==> config.mk <==
export PLATFORM = sky130hd
export DESIGN_NAME = irq_enable_flag_regs
export DESIGN_NICKNAME = d
export VERILOG_FILES = /design/src/hdl/irq_regs_pkg.sv /design/src/hdl/flag_bank_if.sv /design/src/hdl/sticky_bank.sv /design/src/hdl/pin_edge_detect.sv /design/src/hdl/irq_enable_flag_regs.sv
export SDC_FILE = /design/constraint.sdc
export NUM_CORES = 1
export LEC_CHECK = 0
export CAP_MARGIN = 30
export CORE_MARGIN = 4
export CORE_UTILIZATION = 50
export CTS_CLUSTER_SIZE = 25
export DETAILED_ROUTE_END_ITERATION = 16
export DONT_BUFFER_PORTS = 1
export PLACE_DENSITY = 0.68
export SKIP_LAST_GASP = 1
export SLEW_MARGIN = 25
export SYNTH_ARGS = -nofsm -noshare
export SYNTH_HDL_FRONTEND = slang
export SYNTH_SLANG_ARGS = --single-unit
==> constraint.sdc <==
create_clock -name pclk -period 2.25 [get_ports pclk]
set_input_delay 0.675 -clock pclk [delete_from_list [all_inputs] [get_ports pclk]]
set_output_delay 0.675 -clock pclk [all_outputs]
set_load 0.005 [all_outputs]
==> src/hdl/irq_regs_pkg.sv <==
// Overview of operation
// - enable/timer flag bits 7,6 read zero
// - listed reserved low bits always read one
// - timer overflow enable gates timer request
// - a set in the clear cycle wins and the request still reaches cpu
// - direct transition sets flag when enabled
// - rtc overflow sets rtc flag
// - selected pin edge sets pin flag
// - timer overflow sets timer flag
// - edge select zero falling, one rising
package irq_regs_pkg;

  ////////////////////////////////////////////////////////////////////////////
  // register byte offsets on the apb
  localparam logic [11:0] timer_irq_enable_offset = 12'h000;
  localparam logic [11:0] irq_flags_one_offset    = 12'h004;
  localparam logic [11:0] timer_irq_flags_offset  = 12'h008;
  localparam logic [11:0] pin_config_offset       = 12'h00c;
  localparam logic [11:0] irq_status_offset       = 12'h010;
  localparam logic [11:0] irq_mask_offset         = 12'h014;

  ////////////////////////////////////////////////////////////////////////////
  // widths
  localparam int reg_width  = 8;
  localparam int pin_count  = 4;

  ////////////////////////////////////////////////////////////////////////////
  // bit positions in the register layouts
  localparam int direct_transition_bit = 7;
  localparam int rtc_overflow_bit      = 6;
  localparam int timer_overflow_bit    = 5;
  localparam int pin_mode_lsb          = 4;

  ////////////////////////////////////////////////////////////////////////////
  // values after reset
  localparam logic [7:0] flags_reset      = 8'h00;
  localparam logic [7:0] pin_config_reset = 8'h00;
  localparam logic [7:0] mask_reset       = 8'h00;
  localparam logic       enable_reset     = 1'b0;
  localparam logic [7:0] prdata_reset     = 8'h00;

  ////////////////////////////////////////////////////////////////////////////
  // reserved read patterns
  localparam logic [4:0] timer_low_ones = 5'h1f;
  localparam logic [1:0] timer_high_zeros = 2'h0;
  localparam logic [1:0] flags_one_mid_ones = 2'h3;
  // bits that hold a real flag in the merged flag layout
  localparam logic [7:0] flag_live_bits = 8'hef;

  ////////////////////////////////////////////////////////////////////////////
  // apb transfer phase
  typedef enum logic [1:0]
  {
    bus_idle   = 2'b00,
    bus_setup  = 2'b01,
    bus_access = 2'b10
  } bus_phase_type;

endpackage

==> src/hdl/flag_bank_if.sv <==
`timescale 1ns/1ps
// carries set and clear vectors into a sticky bank and its value back
interface flag_bank_if;
  logic [7:0] set;    // hardware events, one-cycle pulses
  logic [7:0] clr;    // software clear strobes
  logic [7:0] q;      // current flag values

  modport ctrl
  (
    output set,
    output clr,
    input  q
  );

  modport bank
  (
    input  set,
    input  clr,
    output q
  );
endinterface

==> src/hdl/sticky_bank.sv <==
`timescale 1ns/1ps
// bank of sticky flags; a set in the clear cycle wins
module sticky_bank
(
  // clock and reset
  input  wire logic pclk,
  input  wire logic presetn,
  // set, clear and value
  flag_bank_if.bank fb
);
  import irq_regs_pkg::*;

  ////////////////////////////////////////////////////////////////////////////
  // flags hold until cleared; set beats clear, a write of one sets nothing
  always_ff @(posedge pclk or negedge presetn)
  begin
    if (!presetn)
    begin
      fb.q <= flags_reset;
    end
    else
    begin
      fb.q <= (fb.q & ~fb.clr) | fb.set;
    end
  end
endmodule

==> src/hdl/pin_edge_detect.sv <==
`timescale 1ns/1ps
// synchronises one external pin and flags the selected edge
module pin_edge_detect
(
  // clock and reset
  input  wire logic pclk,
  input  wire logic presetn,
  // pin and selection
  input  wire logic pin,
  input  wire logic rising_sel,
  // detected edge, one cycle
  output logic      edge_pulse
);
  import irq_regs_pkg::*;

  logic sync_first;   // first synchroniser stage
  logic sync_second;  // second synchroniser stage
  logic prev;         // last synchronised level

  ////////////////////////////////////////////////////////////////////////////
  // two-flop synchroniser plus history flop
  always_ff @(posedge pclk or negedge presetn)
  begin
    if (!presetn)
    begin
      sync_first  <= 1'b1;
      sync_second <= 1'b1;
      prev        <= 1'b1;
    end
    else
    begin
      sync_first  <= pin;
      sync_second <= sync_first;
      prev        <= sync_second;
    end
  end

  ////////////////////////////////////////////////////////////////////////////
  // zero picks falling edges, one picks rising edges
  always_comb
  begin
    if (rising_sel)
    begin
      edge_pulse = sync_second & ~prev;
    end
    else
    begin
      edge_pulse = ~sync_second & prev;
    end
  end
endmodule

==> src/hdl/irq_enable_flag_regs.sv <==
// Decided for this implementation: the APB register port and the placing of the registers.
`timescale 1ns/1ps
// interrupt enable and request flag registers behind an apb slave
module irq_enable_flag_regs
(
  // clock and reset
  input  wire logic        pclk,
  input  wire logic        presetn,
  // apb slave
  input  wire logic        psel,
  input  wire logic        penable,
  input  wire logic        pwrite,
  input  wire logic [11:0] paddr,
  input  wire logic [31:0] pwdata,
  output logic      [31:0] prdata,
  output logic             pready,
  output logic             pslverr,
  // external interrupt pins, asynchronous
  input  wire logic [irq_regs_pkg::pin_count-1:0] ext_pin,
  // request sources on pclk
  input  wire logic        rtc_overflow,
  input  wire logic        timer_overflow,
  input  wire logic        direct_transition_event,
  input  wire logic        direct_transition_on,
  // enables held outside this slice
  input  wire logic [7:0]  enable_one,
  // requests toward the cpu
  output logic             direct_transition_req,
  output logic             rtc_overflow_req,
  output logic [irq_regs_pkg::pin_count-1:0] ext_pin_req,
  output logic             timer_overflow_req,
  // summary interrupt
  output logic             irq
);
  import irq_regs_pkg::*;

  ////////////////////////////////////////////////////////////////////////////
  // declarations
  bus_phase_type bus_phase;               // current apb phase
  logic          timer_overflow_irq_en;   // timer overflow enable bit
  logic [7:0]    pin_config;              // edge selects and pin modes
  logic [7:0]    irq_mask;                // summary interrupt mask
  logic [7:0]    read_value;              // selected register value
  logic          addr_hit;                // address is mapped
  logic          setup_cycle;             // first cycle of a transfer
  logic          write_take;              // write takes effect now
  logic [pin_count-1:0] pin_edge;         // detected edges per pin
  logic [pin_count-1:0] ext_pin_edge_select; // edge select per pin
  logic [pin_count-1:0] pin_is_irq;       // pin used as interrupt input
  logic [7:0]    flag_set;                // hardware set vector
  logic [7:0]    flag_clr;                // software clear for flags
  logic [7:0]    status_clr;              // software clear for status
  logic [7:0]    wbyte;                   // low byte of write data
  logic          direct_transition_flag;  // merged flag aliases
  logic          rtc_overflow_flag;
  logic          timer_overflow_flag;
  logic [pin_count-1:0] ext_pin_flag;

  flag_bank_if flags_if ();               // request flag bank
  flag_bank_if status_if ();              // summary status bank

  assign wbyte               = pwdata[7:0];
  assign ext_pin_edge_select = pin_config[pin_count-1:0];
  assign pin_is_irq          = pin_config[pin_mode_lsb+pin_count-1:
                                          pin_mode_lsb];

  ////////////////////////////////////////////////////////////////////////////
  // apb phase tracking
  always_ff @(posedge pclk or negedge presetn)
  begin
    if (!presetn)
    begin
      bus_phase <= bus_idle;
    end
    else
    begin
      unique case (bus_phase)
        bus_idle:
        begin
          // a selected bus waits for its setup cycle
          if (psel && !penable)
          begin
            bus_phase <= bus_setup;
          end
        end
        bus_setup:
        begin
          // zero wait states: access always follows
          bus_phase <= bus_access;
        end
        bus_access:
        begin
          // back-to-back setup or idle
          if (psel && !penable)
          begin
            bus_phase <= bus_setup;
          end
          else
          begin
            bus_phase <= bus_idle;
          end
        end
        default:
        begin
          bus_phase <= bus_idle;
        end
      endcase
    end
  end

  ////////////////////////////////////////////////////////////////////////////
  // decode and strobes
  assign setup_cycle = psel & ~penable;
  // bus_setup marks the access cycle that follows a proper setup cycle
  assign write_take  = psel & penable & pwrite & addr_hit &
                       (bus_phase == bus_setup);
  assign pready      = 1'b1;
  assign pslverr     = psel & penable & ~addr_hit;

  always_comb
  begin
    unique case (paddr)
      timer_irq_enable_offset,
      irq_flags_one_offset,
      timer_irq_flags_offset,
      pin_config_offset,
      irq_status_offset,
      irq_mask_offset:
      begin
        addr_hit = 1'b1;
      end
      default:
      begin
        // unmapped word answers with an error
        addr_hit = 1'b0;
      end
    endcase
  end

  ////////////////////////////////////////////////////////////////////////////
  // flag aliases out of the merged layout
  assign direct_transition_flag = flags_if.q[direct_transition_bit];
  assign rtc_overflow_flag      = flags_if.q[rtc_overflow_bit];
  assign timer_overflow_flag    = flags_if.q[timer_overflow_bit];
  assign ext_pin_flag           = flags_if.q[pin_count-1:0];

  ////////////////////////////////////////////////////////////////////////////
  // read value with reserved bits forced
  always_comb
  begin
    read_value = 8'h00;
    unique case (paddr)
      timer_irq_enable_offset:
      begin
        read_value = {timer_high_zeros, timer_overflow_irq_en,
                      timer_low_ones};
      end
      irq_flags_one_offset:
      begin
        read_value = {direct_transition_flag, rtc_overflow_flag,
                      flags_one_mid_ones, ext_pin_flag};
      end
      timer_irq_flags_offset:
      begin
        read_value = {timer_high_zeros, timer_overflow_flag,
                      timer_low_ones};
      end
      pin_config_offset:
      begin
        read_value = pin_config;
      end
      irq_status_offset:
      begin
        read_value = status_if.q;
      end
      irq_mask_offset:
      begin
        read_value = irq_mask;
      end
      default:
      begin
        // unmapped reads return zero
        read_value = 8'h00;
      end
    endcase
  end

  ////////////////////////////////////////////////////////////////////////////
  // read data registered in the setup cycle, stable through access
  always_ff @(posedge pclk or negedge presetn)
  begin
    if (!presetn)
    begin
      prdata <= {24'h000000, prdata_reset};
    end
    else if (setup_cycle && !pwrite)
    begin
      prdata <= {24'h000000, read_value};
    end
  end

  ////////////////////////////////////////////////////////////////////////////
  // timer overflow enable; reserved bits are not stored
  always_ff @(posedge pclk or negedge presetn)
  begin
    if (!presetn)
    begin
      timer_overflow_irq_en <= enable_reset;
    end
    else if (write_take && paddr == timer_irq_enable_offset)
    begin
      timer_overflow_irq_en <= wbyte[timer_overflow_bit];
    end
  end

  ////////////////////////////////////////////////////////////////////////////
  // pin configuration: edge selects and interrupt-input modes
  always_ff @(posedge pclk or negedge presetn)
  begin
    if (!presetn)
    begin
      pin_config <= pin_config_reset;
    end
    else if (write_take && paddr == pin_config_offset)
    begin
      pin_config <= wbyte;
    end
  end

  ////////////////////////////////////////////////////////////////////////////
  // summary interrupt mask
  always_ff @(posedge pclk or negedge presetn)
  begin
    if (!presetn)
    begin
      irq_mask <= mask_reset;
    end
    else if (write_take && paddr == irq_mask_offset)
    begin
      irq_mask <= wbyte & flag_live_bits;
    end
  end

  ////////////////////////////////////////////////////////////////////////////
  // edge detectors, one per external pin
  for (genvar i = 0; i < pin_count; i++)
  begin : g_pin
    pin_edge_detect u_edge
    (
      .pclk       (pclk),
      .presetn    (presetn),
      .pin        (ext_pin[i]),
      .rising_sel (ext_pin_edge_select[i]),
      .edge_pulse (pin_edge[i])
    );
  end

  ////////////////////////////////////////////////////////////////////////////
  // hardware set events in the merged layout
  always_comb
  begin
    flag_set = 8'h00;
    flag_set[direct_transition_bit] = direct_transition_event &
                                      direct_transition_on;
    flag_set[rtc_overflow_bit]      = rtc_overflow;
    flag_set[timer_overflow_bit]    = timer_overflow;
    flag_set[pin_count-1:0]         = pin_edge & pin_is_irq;
  end

  ////////////////////////////////////////////////////////////////////////////
  // writing zero clears a flag; writing one leaves it
  always_comb
  begin
    flag_clr = 8'h00;
    if (write_take && paddr == irq_flags_one_offset)
    begin
      flag_clr[direct_transition_bit] = ~wbyte[direct_transition_bit];
      flag_clr[rtc_overflow_bit]      = ~wbyte[rtc_overflow_bit];
      flag_clr[pin_count-1:0]         = ~wbyte[pin_count-1:0];
    end
    else if (write_take && paddr == timer_irq_flags_offset)
    begin
      flag_clr[timer_overflow_bit] = ~wbyte[timer_overflow_bit];
    end
  end

  // status bits clear on a written one
  always_comb
  begin
    status_clr = 8'h00;
    if (write_take && paddr == irq_status_offset)
    begin
      status_clr = wbyte & flag_live_bits;
    end
  end

  assign flags_if.set  = flag_set;
  assign flags_if.clr  = flag_clr;
  assign status_if.set = flag_set;
  assign status_if.clr = status_clr;

  ////////////////////////////////////////////////////////////////////////////
  // flag storage
  sticky_bank u_flags
  (
    .pclk    (pclk),
    .presetn (presetn),
    .fb      (flags_if.bank)
  );

  sticky_bank u_status
  (
    .pclk    (pclk),
    .presetn (presetn),
    .fb      (status_if.bank)
  );

  ////////////////////////////////////////////////////////////////////////////
  // requests to the cpu come from stored flags; a set in the same cycle
  // as a clear wins, so the flag stays and the request is still
  // presented; software is expected to clear while masked
  assign direct_transition_req = direct_transition_flag &
                                 enable_one[direct_transition_bit];
  assign rtc_overflow_req      = rtc_overflow_flag &
                                 enable_one[rtc_overflow_bit];
  assign ext_pin_req           = ext_pin_flag &
                                 enable_one[pin_count-1:0];
  assign timer_overflow_req    = timer_overflow_flag &
                                 timer_overflow_irq_en;

  ////////////////////////////////////////////////////////////////////////////
  // summary interrupt, a level while any unmasked status bit is set
  assign irq = |(status_if.q & irq_mask);

endmodule

=== Word-level counts from Yosys, hierarchy flattened ===
Index checks and enable logic that the tools add are counted.

* Equality and inequality tests: 8
* Multiplexer cells: 14
* Bitwise logic cells: 41
* Reduce and logical (&&, ||, !) cells: 14

{| class="wikitable"
|+ Operator list
! kind !! number
|-
| $pmux 8 s6 || 1
|-
| $and 8x8->8 || 3
|-
| $eq 12x4->1 const B || 2
|-
| $eq 12x5->1 const B || 2
|-
| $and 1x1->1 || 18
|-
| $not 8->8 || 2
|-
| $or 8x8->8 || 2
|-
| $not 1->1 || 13
|-
| $eq 12x3->1 const B || 1
|-
| $logic_not 12->1 || 1
|-
| $and 4x4->4 || 2
|-
| $logic_and 1x1->1 || 8
|-
| $mux 1 || 8
|-
| $mux 8 || 1
|-
| $reduce_or 8->1 || 1
|-
| $pmux 2 s3 || 1
|-
| $reduce_or 6->1 || 1
|-
| $mux 2 || 2
|-
| $mux 4 || 1
|-
| $not 4->4 || 1
|-
| $eq 2x1->1 const B || 1
|-
| $eq 2x2->1 const B || 1
|-
| $logic_not 1->1 || 2
|-
| $logic_not 2->1 || 1
|-
| $ne 2x2->1 const B || 1
|}

* Register bits after elaboration: 54
* Output and inout bits: 42
* Word-level logic and storage cells: 96

=== Longest topological paths before layout ===
Gate-level depths: netlist of run 1.

* Depth after elaboration: 11
* Gate-level depth with buffers: 5
* Gate-level depth less buffers: 4

=== Modules after synthesis ===
Synthesis of run 1 repeated with hierarchy kept, for this count alone.

* Cell total of the unflattened synthesis: 254
* Area, all modules: 2781.4 sq um

{| class="wikitable"
|+ By module, submodules not included
! module !! instances !! cells each !! area each (sq um)
|-
| irq_enable_flag_regs || 1 || 182 || 1795.5
|-
| sticky_bank || 2 || 24 || 290.3
|-
| pin_edge_detect || 4 || 6 || 101.3
|}

=== Least setup slack after synthesis of run 1 ===
OpenSTA, ideal clock, no wires.

* Path kind: input to output
* From: input port paddr[9]
* To: output port pslverr
* Arrival time: 1.676 ns
* Setup slack: -0.101 ns
* Stages on the path: 4
* Cells stage by stage: nor4_2 nand4_2 clkbuf_1 and3_1

* Longest elaborated chain between the ends: 5
* Elaborated cells between the ends (all ways): 10

{| class="wikitable"
|+ Ends and longest elaborated chain
! item !! RTL line !! text
|-
| start, declared || irq_enable_flag_regs.sv:13 || <nowiki>input wire logic [11:0] paddr,</nowiki>
|-
| $eq 12x4->1, or another cell as far along || irq_enable_flag_regs.sv:122 || <nowiki>unique case (paddr)</nowiki>
|-
| $reduce_or 6->1 * || irq_enable_flag_regs.sv:122 ||
|-
| $mux 1 * || irq_enable_flag_regs.sv:122 ||
|-
| $not 1->1 * || irq_enable_flag_regs.sv:118 || <nowiki>assign pslverr = psel & penable & ~addr_hit;</nowiki>
|-
| $and 1x1->1 * || irq_enable_flag_regs.sv:118 ||
|-
| end, declared || irq_enable_flag_regs.sv:17 || <nowiki>output logic pslverr,</nowiki>
|}

Every way passes the cells marked *; elsewhere a longest branch is shown, timed or not.

=== Worst setup path in the final report of run 1 ===
Ends and elaborated chain as after synthesis.

==> results of run 1 <==
==> logic make-up (layout without fill, tap and decap cells) <==
group	after synthesis	count (layout)	share of synthesized area, %
multiplexers	21	21	8.94
AND/OR/NAND/NOR	81	81	18.0
AO/OA/AOI/OAI	46	46	12.7
flip-flops	52	52	51.1
other	2	25	0.292
buffers and inverters	37	24	9.03
==> worst register-to-register path, stage by stage (launching register included) <==
cell and delay, ns:
dfrtp_1 0.35, nor2b_1 0.18, nand4_1 0.12, buf_4 0.22
nor3b_4 0.20, buf_4 0.19, mux2_2 0.34
==> final cells by class <==
type | instances | share of cell area (%)
sequential | 52 | 47.9
clock buffer | 6 | 2.64
multi-input combinational | 173 | 41.4
clock inverter | 2 | 1.41
timing repair buffer | 10 | 2.73
inverter | 6 | 0.820
tap | 67 | 3.05
==> cells in the final DEF (no fill, tap or decap), types with 4 or more instances in the layout <==
| cell | n |
|---|---|
| o21ai_0 | 14 |
| mux2_2 | 16 |
| dfrtp_1 | 40 |
| nand2_1 | 30 |
| and2_1 | 7 |
| dfstp_2 | 12 |
| clkbuf_8 | 5 |
| and3_1 | 4 |
| inv_1 | 6 |
| o41ai_1 | 11 |
| mux2i_1 | 5 |
| nor3b_1 | 5 |
| a221oi_1 | 4 |
| nor2_1 | 9 |
| buf_4 | 10 |
| conb_1 | 25 |
==> how the worst max path moves through the flow <==
stage	end	startpoint	cells after the start
2_1_floorplan	pslverr	paddr[9]	4
3_3_place_gp	pslverr	paddr[9]	3
3_5_place_dp	pslverr	paddr[9]	3
4_1_cts	pslverr	paddr[9]	3
5_1_grt	pslverr	paddr[9]	3
6_report	pslverr	paddr[9]	3
==> routing by layer <==
metal	up-vias	global-route usage (%)
met5	-	0
met4	0	4.56
met3	7	5.08
met2	85	27.3
met1	851	25.6
li1	834	-
==> state kept, by name, summed over array words and instances (netlist names), 4 cells and up <==
signal and cells:
pin_config 8, g_pin.u_edge.sync_second 4, g_pin.u_edge.sync_first 4, u_status.fb.q 7, u_flags.fb.q 7, irq_mask 7, prdata 8, g_pin.u_edge.prev 4
==> where the power goes <==
part | total [mW] | switching (mW) | internal [mW]
clock | 0.644 | 0.308 | 0.336
combinational | 0.0706 | 0.0406 | 0.0300
sequential | 0.962 | 0.00622 | 0.956
total | 1.68 | 0.355 | 1.32
==> summary.txt, run 1 <==
Outcome
  • Outcome: complete, no violations

Cells and area
  • End-of-flow core utilization: 56.6%
  • FF+latch area: ~0.0013 mm^2
  • N_diodes: 0
  • Final Instance Count excl. Fillers: 316
  • Ratio of cells with drive above 1 in the final layout: 23.3%
  • Synthesis-to-finish area growth: 6.56%
  • Layout filler cell count: around 450
  • Area of the multi-input gates: roughly 0.0011 mm^2
  • Nets: about 310
  • Final non-filler cell area: 0.00275 mm^2

Global routing
  • Vias in the first global route: 1,701
  • Grt ovf: 0
  • First-pass GRT wire length: between 8000 and 9000 um
  • Largest net degree at the start of global routing: 53
  • GR Util All Layers: 18.0%
  • Initial antenna violation count: 0

Setup path
  • Critical path endpoint category: primary output
  • Worst EP arrival: 1.52 ns
  • Buf/Inv on CP: 0
  • Reg-to-reg endpoint: pin_config[6]
  • R2R cell count: 6
  • Crit-path max FO: 7
  • Critical Setup Path Class: in -> out
  • Slowest cell on the critical path: nor4_4
  • Worst reg2reg setup slack: 0.56 ns
  • CP Launch Type: primary input
  • Worst R2R Start: bus_phase[0]
  • CP Cell Sequence: nor4_4 > nand4_4 > and3_1
  • CP top delay family: simple AND/OR/NAND/NOR gates
  • Max incr delay on CP: 0.34 ns
  • Data required time of the worst path: 1.57 ns

Clock tree
  • Clock slew at reported path FFs: ~0.090 ns
  • CTS H-tree depth: 2
  • CTS tree: done
  • Post-CTS Repair Setup Buffers: 0
  • Hold_buf cts: 0
  • Clk root buf: clkbuf_8
  • Worst skew pair latency: 0.30 ns
  • # resized after CTS: 0
  • Num CTS Buffers: 5
  • Max Buffers Root-to-Sink: 2
  • Clock sinks: 52

Placement
  • Port bufs: 0
  • Dpl hpwl: ~4000 um
  • Dpl cell area: 0.00263 mm^2
  • Dpl cells: 308
  • GP Congestion: 0.841
  • Dpl ws: 0.0599 ns

Route
  • Metal3 WL: 552 um
  • DR iter-0 viols: 185
  • Drt first pass iters: 4
  • DR WL met2: 2510 um
  • DR top layer: met4
  • DRT met1 WL: between 2000 and 2500 um
  • Detailed-route via count: 1,777
  • Remaining DRCs: 0
  • Drt via density: 5.62
  • ANT nets after route: 0
  • Drt wl/cell: 17.5 um
  • Drt total wl: 5520 um

Logic synthesis
  • Post-synth EDFFs: 0
  • Number of distinct library cells after synthesis: between 40 and 50
  • Post-Syn Area: 0.00258 mm^2
  • Top post-synthesis cells by count: 40 x dfrtp_1, 30 x nand2_1, 25 x buf_4
  • Ys Warns: 0
  • Post-synthesis register bit count: 52
  • Post-Synthesis Cells: around 240
  • Top FF cell, synth: dfrtp_1
  • Most common cell in the netlist: dfrtp_1
  • Top cells by area, synth: dfrtp_1 39%, dfstp_2 12%, buf_4 7.3%
  • Asr flop ratio synth: 100%
  • Area leader, netlist: dfrtp_1
  • Seq/Total Area, Yosys: 51.1%
  • Top-area cell type share of the netlist area: 38.9%
  • Avg Cell Area, Syn: 10.8 um^2

Floorplan
  • FP Rows: 25
  • Die Ht: 79.8 um
  • I/O pin cnt: 107
  • Core ar.: 0.00485 mm^2
  • Die X: 79.8 um
  • Initial Utilization: between 50% and 60%
  • Die area: 0.00636 mm^2

Timing
  • Fin. max-slew vios: 0
  • Setup TNS: 0 ns
  • Period utilisation layout: a little over nine tenths
  • RSZ-0062 raised after global routing: no
  • Post-layout minimum cycle time: 2.19 ns
  • Upper clock frequency limit: 456 MHz
  • Hold Slack: 0.0590 ns
  • Final hold viol count: 0
  • Final Skew: 0.00371 ns
  • Worst setup margin: 0.0574 ns
  • Final setup viols: 0

Pwr
  • Total leakage power: 1.18 nW
  • Final total power: 1.68 mW
  • Peak supply drop: 0.391 mV
  • P per Cell Area: a little over 600 mW/mm^2

Job
  • Max cap viols: 0

Worst hold path
  • Worst hold-check path type: in -> async
Power figures use the tool's default switching activity.
==> inputs of run 2 (changes only) <==
Settings changed: CORE_ASPECT_RATIO set to 1.2.
==> run 2 against run 1 <==
- via count is 1.1% higher
- clock skew increased by 0.0042 ns
- power decreased by 6.0%
- clock-buffer cell count grew 1
- critical endpoint unchanged
==> summary.txt, run 2 (synthesis results as in run 1) <==
Outcome
  • Outcome: complete, no violations

Cells and area
  • Nets: ~320
  • Ratio of cells with drive above 1 in the final layout: 24.2%
  • Most common cell after layout, fill and taps aside: dfrtp_1
  • Synthesis-to-finish area growth: 7.38%
  • Top flop regs: pin_config (8), prdata (8)
  • N_diodes: 0
  • Commonest cells after routing, fill and taps aside: 40 x dfrtp_1, 30 x nand2_1, 25 x conb_1, 16 x mux2_2, 14 x o21ai_0
  • Final Instance Count excl. Fillers: 312

Setup path
  • Data required time of the worst path: 1.57 ns
  • Max incr delay on CP: 0.33 ns
  • Crit-path max FO: 5
  • Critical path startpoint: paddr[9]
  • R2R cell count: 6
  • Critical path endpoint category: primary output
  • Worst EP arrival: approximately 1.5 ns
  • CP Cell Sequence: nor4_4 > nand4_4 > and3_1
  • Worst reg2reg setup slack: about 0.53 ns
  • CP Launch Type: primary input
  • Slowest cell on the critical path: nor4_4
  • Critical Setup Path Class: in -> out
  • Worst R2R Start: bus_phase[0]

Timing
  • Final Skew: 0.00788 ns
  • Final setup viols: 0
  • Period utilisation layout: 95.5%
  • Fin. max-slew vios: 0
  • Setup TNS: 0 ns
  • Post-layout minimum cycle time: 2.15 ns
  • RSZ-0062 raised after global routing: no
  • Upper clock frequency limit: 466 MHz
  • Final hold viol count: 0

Floorplan
  • I/O pin cnt: 107
  • Core ar.: 0.00497 mm^2
  • Die Ht: 86.6 um
  • FP Rows: 28
  • Initial Utilization: 51.8%
  • Die X: 73.5 um
  • Die area: between 0.006 and 0.007 mm^2

Placement
  • GP Congestion: 0.810
  • Dpl cells: 304
  • Port bufs: 0
  • Dpl hpwl: 4180 um

Clock tree
  • Worst skew pair latency: 0.30 ns
  • CTS H-tree depth: 2
  • Max Buffers Root-to-Sink: 2
  • Clock sinks: 52
  • CTS tree: done
  • Num CTS Buffers: 5
  • Hold_buf cts: 0
  • Clock slew at reported path FFs: 0.09 ns
  • # resized after CTS: 0
  • Clk root buf: clkbuf_8
  • Post-CTS Repair Setup Buffers: 0

Route
  • Detailed-route via count: 1,796
  • Drt wl/cell: 17.8 um
  • Drt total wl: 5560 um
  • Remaining DRCs: 0
  • DR iter-0 viols: 107
  • ANT nets after route: 0
  • Drt first pass iters: 4
  • Drt via density: 5.76

Pwr
  • P_int: 1.24 mW
  • Combinational Power Share: roughly 4.5%
  • Psw: 0.340 mW
  • P per Cell Area: 570 mW/mm^2
  • Final total power: 1.58 mW
  • Clk pwr share: 34.5%
  • Peak supply drop: between 0.3 and 0.4 mV
  • Switching share of power: 21.5%
  • Total leakage power: 1.18 nW
  • Sequential share of power: 61.0%

Worst hold path
  • Worst hold-check path type: in -> async

Global routing
  • Largest net degree at the start of global routing: 53
  • GR Util All Layers: approximately 18%
  • Vias in the first global route: about 1,800
  • Initial antenna violation count: 0
  • Grt ovf: 0
  • First-pass GRT wire length: 8980 um

Job
  • Max cap viols: 0
run 2: cell count changes in the layout (fill, tap and decap cells not counted), sizes merged:
cell | before | now
buf | 10 | 13
bufinv | 1 | 0
clkbuf | 6 | 7
clkinvlp | 0 | 1
inv | 7 | 6
run 2: layer usage:
| layer | up-vias | global-route usage (%) | share of wire, % |
|---|---|---|---|
| met4 | 0 | 4.94 | 0.95 |
| met3 | 4 | 4.99 | 9.1 |
| li1 | 833 | - | - |
| met2 | 73 | 31.5 | 52 |
| met1 | 886 | 22.7 | 38 |
| met5 | - | 0 | 0 |
run 2: worst max-delay path: cells and delay by family:
family,cells,cell delay (ns)
simple gates,3,0.79
run 2: cell type report:
class | count | area [um^2]
clock buffers | 7 | 86.3
clock inverters | 1 | 7.51
fillers | 439 | 2210
inverters | 6 | 22.5
multi-input cells | 173 | 1140
flip-flops and latches | 52 | 1320
well taps | 60 | 75.1
repair buffers | 13 | 123
run 2: through the flow:
step / worst slack [ns] / hold WS [ns] / utilization [%] / area [um^2]
finish: 0.102 / 0.0610 / 55.6 / 2770
global route: 0.0545 / 0.0346 / 55.6 / 2770
CTS: 0.0850 / 0.0506 / 55.6 / 2770
detailed placement: 0.0690 / 0.349 / 53.7 / 2670
global placement: 0.00805 / 0.346 / 53.7 / 2670
floorplan: 0.0108 / 0.345 / - / 2700
run 2: path summary, 6_finish.rpt:
kind                                                to
max                                            pslverr
min                                        irq_mask[0]
max reg2reg                              pin_config[2]
min reg2reg                g_pin[3].u_edge.sync_second
max in group asynchronous         g_pin[2].u_edge.prev
min in group pclk           g_pin[0].u_edge.sync_first
run 2: power by group through the flow:
| stage | registers (mW) | clock network [mW] | logic, mW |
|---|---|---|---|
| 2_1_floorplan | 0.978 | 0 | 0.0942 |
| 3_3_place_gp | 0.979 | 0 | 0.0689 |
| 3_5_place_dp | 0.980 | 0 | 0.0701 |
| 4_1_cts | 0.963 | 0.563 | 0.0705 |
| 5_1_grt | 0.964 | 0.601 | 0.0811 |
| 6_report | 0.962 | 0.544 | 0.0712 |
